`src/qdsc_consts.svh`:
```
// Constants of the quad converter serial control block
// Notes on behaviour
// - Each channel keeps an 8-bit input register and output register; one shifter serves all.
// - Instruction bits arrive first, then data; decode precedes data.
// - Input is ignored until a high start bit is sampled.
// - Second bit low selects write, high selects readback.
// - Single write uses bits 5 and 6 as channel address 00..11.
// - Write data bytes always arrive least significant bit first.
// - Broadcast write takes four bytes loading channels 1 to 4.
// - Broadcast write header has four bits; data follows at once.
// - Load flag high copies addressed inputs to outputs on select release.
// - Readback returns one channel or all four starting with channel 1.
// - Edge select high: output changes on rising edges, 1.5 cycles late.
// - Edge select low: output changes on falling edges, one cycle late.
// - Bit-order select chooses MSB first when high, LSB first when low.
// - Readback header has seven bits; read-all uses address 10.
// - Falling asynchronous load copies all four input registers to outputs only while select is high.
// - Power-up clears every output register to zero.
// - Power-fail flag driven low after a failure seen in the first cycle out of reset, released on select low.
`ifndef QDSC_CONSTS_SVH
`define QDSC_CONSTS_SVH
`define QDSC_DATA_W        8
`define QDSC_NCH           4
`define QDSC_BYTE_LAST     3'h7
`define QDSC_HDR_BROAD     3'h3
`define QDSC_HDR_WSINGLE   3'h5
`define QDSC_HDR_READ      3'h6
`define QDSC_CH_FIRST      2'h0
`define QDSC_CH_LAST       2'h3
`define QDSC_RD_ALL_ADDR   2'h2
`define QDSC_CODE_RESET    8'h00
`endif

```
`src/qdsc_pkg.sv`:
```
// Types of the quad converter serial control block
package qdsc_pkg;
    typedef logic [7:0] qdsc_byte_t;
    typedef logic [3:0][7:0] qdsc_bank_t;
    typedef enum logic [2:0] {QDSC_IDLE, QDSC_INSTR, QDSC_WDATA,
                              QDSC_RDATA, QDSC_DONE} qdsc_state_t;
    typedef struct packed {
        qdsc_state_t st;
        logic        sclk_q;
        logic        cs_q;
        logic        au_q;
        logic        first;
        logic [2:0]  icnt;
        logic [2:0]  bcnt;
        logic        rw;
        logic        glob;
        logic        flag;
        logic        msb;
        logic        a_hi;
        logic [1:0]  ch;
        qdsc_byte_t  wdat;
        logic        wr_en;
        logic [1:0]  wr_addr;
        qdsc_byte_t  wr_data;
        logic        skip;
        logic [3:0]  upd;
        qdsc_bank_t  dac;
        logic        sdo;
        logic        oe;
        logic        pfail_n;
    } qdsc_ctl_t;
    typedef struct packed {
        qdsc_bank_t  regs;
        qdsc_byte_t  rd;
    } qdsc_mem_t;
endpackage

```
`src/qdsc_mem_if.sv`:
```
// Link between the control logic and the input register bank
`timescale 1ns/1ps
interface qdsc_mem_if;
    logic                wr_en;
    logic [1:0]          wr_addr;
    qdsc_pkg::qdsc_byte_t wr_data;
    logic [1:0]          rd_addr;
    qdsc_pkg::qdsc_byte_t rd_data;
    qdsc_pkg::qdsc_bank_t all_data;
    modport ctl (output wr_en, wr_addr, wr_data, rd_addr,
                 input rd_data, all_data);
    modport mem (input wr_en, wr_addr, wr_data, rd_addr,
                 output rd_data, all_data);
endinterface

```
`src/qdsc_top.sv`:
```
// Serial interface and control of the quad converter
`timescale 1ns/1ps
`include "qdsc_consts.svh"
module qdsc_top #(
    parameter int DATA_W = `QDSC_DATA_W,
    parameter int NCH    = `QDSC_NCH
) (
    // Clock and reset
    input  wire logic        CLK_SYS,
    input  wire logic        RST_N,
    // Serial link
    input  wire logic        CS_N,
    input  wire logic        SCLK,
    input  wire logic        SERIAL_IN,
    output logic             SDO,
    output logic             SDO_OE,
    // Update and supply monitor
    input  wire logic        ASYNC_LOAD_N,
    input  wire logic        PWR_LOST,
    output logic             PFAIL_N,
    // Converter codes
    output logic [4*8-1:0]   DAC_CODE
);
    generate
        if (DATA_W != 8 || NCH != 4)
        begin : g_bad
            $error("qdsc_top serves only four 8-bit channels");
        end
    endgenerate

    ////////////////////////////////////////////////////////////////////////
    localparam qdsc_pkg::qdsc_ctl_t RST_VAL = '{
        st: qdsc_pkg::QDSC_IDLE, sclk_q: 1'b0, cs_q: 1'b1, au_q: 1'b1,
        first: 1'b1, icnt: 3'h0, bcnt: 3'h0, rw: 1'b0, glob: 1'b0,
        flag: 1'b0, msb: 1'b0, a_hi: 1'b0, ch: `QDSC_CH_FIRST,
        wdat: `QDSC_CODE_RESET, wr_en: 1'b0, wr_addr: 2'h0,
        wr_data: `QDSC_CODE_RESET, skip: 1'b0, upd: 4'h0,
        dac: {4{`QDSC_CODE_RESET}}, sdo: 1'b0, oe: 1'b0, pfail_n: 1'b1};

    qdsc_pkg::qdsc_ctl_t s_r;
    qdsc_pkg::qdsc_ctl_t s_nxt;
    qdsc_mem_if          mem ();
    logic                rise;
    logic                fall;
    logic                out_edge;

    function automatic logic pick_bit(input qdsc_pkg::qdsc_byte_t b,
                                      input logic [2:0] idx,
                                      input logic msb_first);
        logic [2:0] i;
        i = msb_first ? (`QDSC_BYTE_LAST - idx) : idx;
        return b[i];
    endfunction

    qdsc_inbank u_bank (
        .clk   (CLK_SYS),
        .rst_n (RST_N),
        .bus   (mem)
    );

    assign mem.wr_en   = s_r.wr_en;
    assign mem.wr_addr = s_r.wr_addr;
    assign mem.wr_data = s_r.wr_data;
    assign mem.rd_addr = s_r.ch;

    assign rise     = SCLK && !s_r.sclk_q;
    assign fall     = !SCLK && s_r.sclk_q;
    assign out_edge = s_r.flag ? rise : fall;

    ////////////////////////////////////////////////////////////////////////
    always_comb
    begin
        s_nxt        = s_r;
        s_nxt.sclk_q = SCLK;
        s_nxt.cs_q   = CS_N;
        s_nxt.au_q   = ASYNC_LOAD_N;
        s_nxt.first  = 1'b0;
        s_nxt.wr_en  = 1'b0;
        // Power-fail flag; catching a failure wins over release
        if (s_r.first && PWR_LOST)
            s_nxt.pfail_n = 1'b0;
        else if (!CS_N)
            s_nxt.pfail_n = 1'b1;
        if (CS_N)
        begin
            s_nxt.st   = qdsc_pkg::QDSC_IDLE;
            s_nxt.oe   = 1'b0;
            s_nxt.icnt = 3'h0;
            s_nxt.bcnt = 3'h0;
            if (!s_r.cs_q)
            begin
                for (int i = 0; i < 4; i++)
                begin
                    if (s_r.upd[i])
                        s_nxt.dac[i] = mem.all_data[i];
                end
                s_nxt.upd = 4'h0;
            end
            else if (s_r.au_q && !ASYNC_LOAD_N)
            begin
                s_nxt.dac = mem.all_data;
            end
        end
        else
        begin
            case (s_r.st)
                qdsc_pkg::QDSC_IDLE:
                begin
                    if (rise && SERIAL_IN)
                    begin
                        s_nxt.st   = qdsc_pkg::QDSC_INSTR;
                        s_nxt.icnt = 3'h1;
                    end
                end
                qdsc_pkg::QDSC_INSTR:
                begin
                    if (rise)
                    begin
                        s_nxt.icnt = s_r.icnt + 3'h1;
                        case (s_r.icnt)
                            3'h1: s_nxt.rw = SERIAL_IN;
                            3'h2: s_nxt.glob = SERIAL_IN;
                            3'h3: s_nxt.flag = SERIAL_IN;
                            3'h4:
                            begin
                                if (s_r.rw)
                                    s_nxt.msb = SERIAL_IN;
                                else
                                    s_nxt.a_hi = SERIAL_IN;
                            end
                            3'h5: s_nxt.a_hi = SERIAL_IN;
                            default: s_nxt.a_hi = s_r.a_hi;
                        endcase
                        if (!s_r.rw && s_r.glob
                            && s_r.icnt == `QDSC_HDR_BROAD)
                        begin
                            s_nxt.st   = qdsc_pkg::QDSC_WDATA;
                            s_nxt.ch   = `QDSC_CH_FIRST;
                            // Bit four is the load flag, not data
                            s_nxt.wdat = `QDSC_CODE_RESET;
                            s_nxt.bcnt = 3'h0;
                        end
                        else if (!s_r.rw
                                 && s_r.icnt == `QDSC_HDR_WSINGLE)
                        begin
                            s_nxt.st   = qdsc_pkg::QDSC_WDATA;
                            s_nxt.ch   = {s_r.a_hi, SERIAL_IN};
                            s_nxt.bcnt = 3'h0;
                        end
                        else if (s_r.rw && s_r.icnt == `QDSC_HDR_READ)
                        begin
                            s_nxt.st   = qdsc_pkg::QDSC_RDATA;
                            s_nxt.ch   = (s_r.glob
                                && {s_r.a_hi, SERIAL_IN}
                                   == `QDSC_RD_ALL_ADDR)
                                ? `QDSC_CH_FIRST
                                : {s_r.a_hi, SERIAL_IN};
                            s_nxt.glob = s_r.glob
                                && {s_r.a_hi, SERIAL_IN}
                                   == `QDSC_RD_ALL_ADDR;
                            s_nxt.skip = 1'b1;
                            s_nxt.bcnt = 3'h0;
                        end
                    end
                end
                qdsc_pkg::QDSC_WDATA:
                begin
                    if (rise)
                    begin
                        s_nxt.wdat[s_r.bcnt] = SERIAL_IN;
                        s_nxt.bcnt = s_r.bcnt + 3'h1;
                        if (s_r.bcnt == `QDSC_BYTE_LAST)
                        begin
                            s_nxt.wr_en   = 1'b1;
                            s_nxt.wr_addr = s_r.ch;
                            s_nxt.wr_data = {SERIAL_IN, s_r.wdat[6:0]};
                            s_nxt.upd[s_r.ch] = s_r.upd[s_r.ch]
                                                | s_r.flag;
                            if (s_r.glob && s_r.ch != `QDSC_CH_LAST)
                                s_nxt.ch = s_r.ch + 2'h1;
                            else
                                s_nxt.st = qdsc_pkg::QDSC_DONE;
                        end
                    end
                end
                qdsc_pkg::QDSC_RDATA:
                begin
                    if (out_edge && s_r.skip)
                    begin
                        s_nxt.skip = 1'b0;
                    end
                    else if (out_edge)
                    begin
                        s_nxt.oe   = 1'b1;
                        s_nxt.sdo  = pick_bit(mem.rd_data, s_r.bcnt,
                                              s_r.msb);
                        s_nxt.bcnt = s_r.bcnt + 3'h1;
                        if (s_r.bcnt == `QDSC_BYTE_LAST)
                        begin
                            if (s_r.glob && s_r.ch != `QDSC_CH_LAST)
                                s_nxt.ch = s_r.ch + 2'h1;
                            else
                                s_nxt.st = qdsc_pkg::QDSC_DONE;
                        end
                    end
                end
                default:
                begin
                    s_nxt.st = qdsc_pkg::QDSC_DONE;
                end
            endcase
        end
    end

    always_ff @(posedge CLK_SYS)
    begin
        if (!RST_N)
            s_r <= RST_VAL;
        else
            s_r <= s_nxt;
    end

    ////////////////////////////////////////////////////////////////////////
    assign SDO      = s_r.sdo;
    assign SDO_OE   = s_r.oe;
    assign PFAIL_N  = s_r.pfail_n;
    assign DAC_CODE = s_r.dac;
endmodule

```
`src/qdsc_inbank.sv`:
```
// Input register bank with registered read port
`timescale 1ns/1ps
`include "qdsc_consts.svh"
module qdsc_inbank (
    // Clock and reset
    input  wire logic clk,
    input  wire logic rst_n,
    // Access port
    qdsc_mem_if.mem   bus
);
    qdsc_pkg::qdsc_mem_t s_r;
    qdsc_pkg::qdsc_mem_t s_nxt;

    always_comb
    begin
        s_nxt = s_r;
        if (bus.wr_en)
        begin
            s_nxt.regs[bus.wr_addr] = bus.wr_data;
        end
        s_nxt.rd = s_r.regs[bus.rd_addr];
    end

    always_ff @(posedge clk)
    begin
        if (!rst_n)
            s_r <= '0;
        else
            s_r <= s_nxt;
    end

    assign bus.rd_data  = s_r.rd;
    assign bus.all_data = s_r.regs;
endmodule

```
`config.mk`:
```
export PLATFORM = sky130hd
export DESIGN_NAME = qdsc_top
export DESIGN_NICKNAME = d
export VERILOG_FILES = /design/src/qdsc_pkg.sv /design/src/qdsc_mem_if.sv /design/src/qdsc_top.sv /design/src/qdsc_inbank.sv
export VERILOG_INCLUDE_DIRS = /design/src
export SDC_FILE = /design/constraint.sdc
export NUM_CORES = 1
export LEC_CHECK = 0
export BUFFER_PORTS_ARGS = -buffer_cell sky130_fd_sc_hd__buf_2
export CORE_UTILIZATION = 50
export CTS_CLUSTER_SIZE = 24
export DETAILED_ROUTE_END_ITERATION = 12
export PLACE_DENSITY = 0.68
export SLEW_MARGIN = 5
export SYNTH_ARGS = -nofsm -noshare
export SYNTH_HDL_FRONTEND = slang
export SYNTH_SLANG_ARGS = --single-unit
```
`constraint.sdc`:
```
create_clock -name CLK_SYS -period 5.67 [get_ports CLK_SYS]
set_clock_uncertainty 0.05 [all_clocks]
set_input_delay 1.134 -clock CLK_SYS [delete_from_list [all_inputs] [get_ports CLK_SYS]]
set_output_delay 1.134 -clock CLK_SYS [all_outputs]
set_load 0.1 [all_outputs]
```
==> results.json <==
{
  "hold_buffers": 0,
  "crit_chain": "buf_2 -> or3b_4 -> nand2b_4 -> nor4b_4 -> mux2i_1 -> nor2_1",
  "clock_latency_ns": 0.53,
  "placed_area_sq_mm": 0.00553,
  "avgSynthCellArea_sq_um": 9.73,
  "hold_path_class": "register to register",
  "synth_fp_nets": 585,
  "syn-cell-area_sq_mm": 0.00552,
  "htree_levels": 4,
  "fp.dieH_microns": 107,
  "worst-setup-path-type": "input port to register",
  "drv_slew": 0,
  "dp_cells": 682,
  "crit_family": "simple AND/OR/NAND/NOR gates",
  "start_util": 0.525,
  "clockBufferDepth": 2,
  "yosys_warnings": 0,
  "grt_pass1_wl_mm": 19.5,
  "synth-seq-cells": 118,
  "wire_per_inst_microns": 16.8,
  "yosysUniqueCellTypes": 60,
  "worstSetupStartpointType": "input port",
  "core_area_sq_mm": 0.0105,
  "crit_buf_inv": 1,
  "ir_drop_mv": 0.238,
  "synth-simple-area-share": 0.174,
  "max_slew_margin": 0.390,
  "synth_edf_count": 0,
  "die_area_sq_mm": 0.0115,
  "synth_fa_ha_area_frac": 0.0249,
  "dp_hpwl_mm": 8.29,
  "whs_ns": 0.414,
  "antenna_cells": 0,
  "drc": 0,
  "overflow": 0,
  "synth_flop_cell": "dfxtp_1",
  "finalNetCount": 583,
  "finalSetupViolCount": 0,
  "synth_compound_area_frac": 0.0778,
  "tightestPinTransition_ns": 0.915,
  "cts.clk_slew.worst_paths_ns": 0.06,
  "yosysSeqAreaShare": 0.428,
  "muxShareOfSynthArea": 0.214,
  "clockRootBuffer": "clkbuf_8",
  "dr.pass1.iters": 5,
  "totalWireLength_mm": 12.0,
  "final_util": 0.584,
  "antenna_found_initial": 0,
  "gp_congestion": 0.856,
  "hold_viol_final": 0,
  "setup_tns_ns": 0,
  "cts.sinks": 118,
  "fin_crit_sh": 0.477,
  "status": "completed",
  "fmax_mhz": 370,
  "io_pins": 42,
  "portBuffers": 41,
  "post_route_cells_drive_above_1_share": 0.179,
  "via_per_inst": 5.46,
  "dp_slack_ns": 2.41,
  "critPathRequiredTime_ns": 5.99,
  "cts_tree": "yes",
  "cp-end-kind": "register",
  "drv_cap": 0,
  "synth_top_family_by_area": "multiplexers",
  "vias": 3895,
  "drt_iter0_markers": 230,
  "cts_buffers": 17,
  "power_mw": 1.99,
  "ys_async_sr_fraction": 0,
  "grt_use_total": 0.227,
  "postCtsSetupBuffers": 0,
  "synth_cells": 567,
  "worst_ep_arrival_time_ns": 3.03,
  "ant_nets": 0,
  "syn2layout_area_growth_pct": 11.2,
  "power.leakage_nw": 2.78,
  "cts_resized": 0,
  "max_stage_delay_ns": 0.79,
  "grt_pass1_vias": 3744,
  "min_period_ns": 2.70,
  "worst-path-max-fanout": 11,
  "rsz0062_at_grt": "false",
  "postLayoutSetupSlackWorst_ns": 2.97,
  "fp.dieW_microns": 107,
  "grt_max_degree": 90,
  "fin_area_sq_mm": 0.00614,
  "synth-xor-area-share": 0.00317,
  "crit_slowest_cell": "nor4b_4",
  "powerDensity_mw_per_mm2": 325,
  "final_cells": 713,
  "fp-row-count": 37
}
layout make-up:
type                       instances  area (sq um)
clock inverter                    13           181
sequential                       118          2360
tap                              136           170
multi-input combinational        372          2730
timing repair buffer              43           220
clock buffer                      18           428
inverter                          13          48.8
fill                             882          4370
worst paths after layout:
| check | from | end | cells after the start | slack [ns] |
|---|---|---|---|---|
| max | SCLK | mem.wr_addr[1] | 6 | 2.97 |
| min | SDO | SDO | 2 | 0.41 |
| max reg2reg | s_r[77] | mem.wr_addr[1] | 5 | 3.21 |
| min reg2reg | SDO | SDO | 2 | 0.41 |
cells in the final DEF (no fill, tap or decap), drive strengths merged, types with 2 or more instances in the layout:
cell type / netlist / routed
a211oi: 4 / 4
a21oi: 20 / 20
a2bb2oi: 4 / 4
and2: 9 / 9
and3: 2 / 2
and3b: 2 / 2
buf: 42 / 43
bufinv: 0 / 4
clkbuf: 22 / 18
clkinv: 1 / 8
clkinvlp: 0 / 2
dfxtp: 118 / 118
ha: 11 / 11
inv: 12 / 12
mux2: 2 / 2
mux2i: 91 / 91
mux4: 11 / 11
nand2: 23 / 23
nand2b: 11 / 11
nand3: 9 / 9
nand3b: 5 / 5
nand4: 4 / 4
nor2: 100 / 100
nor2b: 8 / 8
nor3: 4 / 4
nor3b: 5 / 5
nor4: 2 / 2
nor4b: 2 / 2
o211ai: 2 / 2
o21ai: 16 / 16
o221ai: 3 / 3
o22ai: 2 / 2
or3: 2 / 2
synthesized netlist by cell type, types with 3 or more instances:
| cell type | number | area share |
|---|---|---|
| dfxtp_1 | 118 | 0.43 |
| nor2_1 | 99 | 0.067 |
| mux2i_1 | 91 | 0.17 |
| buf_4 | 33 | 0.045 |
| nand2_1 | 23 | 0.016 |
| clkbuf_1 | 22 | 0.015 |
| a21oi_1 | 20 | 0.018 |
| ha_1 | 11 | 0.025 |
| inv_1 | 11 | 0.0075 |
| mux4_2 | 11 | 0.045 |
| nand2b_1 | 10 | 0.011 |
| o21ai_0 | 10 | 0.0091 |
| and2_1 | 9 | 0.010 |
| nand3_1 | 9 | 0.0082 |
| nor2b_1 | 8 | 0.0091 |
| buf_2 | 6 | 0.0054 |
| nand3b_1 | 5 | 0.0068 |
| a211oi_1 | 4 | 0.0054 |
| a2bb2oi_1 | 4 | 0.0063 |
| nand4_1 | 4 | 0.0045 |
| nor3_1 | 4 | 0.0036 |
| nor3b_1 | 4 | 0.0054 |
| o21ai_2 | 4 | 0.0063 |
| o221ai_1 | 3 | 0.0048 |
worst register-to-register path, stage by stage (launching register included):
cell and delay (ns):
dfxtp_1 0.65, and2b_1 0.34, nand2b_4 0.14, nor4b_4 0.79, mux2i_1 0.28, nor2_1 0.07
where the power goes:
| part | switching, mW | leakage, nW | internal, mW |
|---|---|---|---|
| Combinational | 0.0414 | 1.53 | 0.0192 |
| Clock | 0.377 | 0.296 | 0.720 |
| Sequential | 0.00410 | 0.952 | 0.833 |
| Total | 0.422 | 2.78 | 1.57 |
cells by family after synthesis:
| family | after synthesis |
|---|---|
| compound gates | 62 |
| xor+xnor | 2 |
| fa+ha+maj | 11 |
| buf+inv | 77 |
| flops | 118 |
| mux | 104 |
| simple gates | 193 |
metal layers:
metal,share of wire,global-route usage
met1,0.49,0.313
met2,0.44,0.335
met3,0.053,0.0559
met4,0.014,0.0988
met5,0,0
sequential cells by signal, indices dropped and copies added, names as in the netlist:
signal and count:
PFAIL_N 1, DAC_CODE 32, s_r 30, mem.rd_addr 2, mem.wr_data 8, u_bank.bus.all_data 32
u_bank.bus.rd_data 8, SDO_OE 1, mem.wr_en 1, SDO 1, mem.wr_addr 2
No activity file was read; power rests on OpenSTA's default activity.
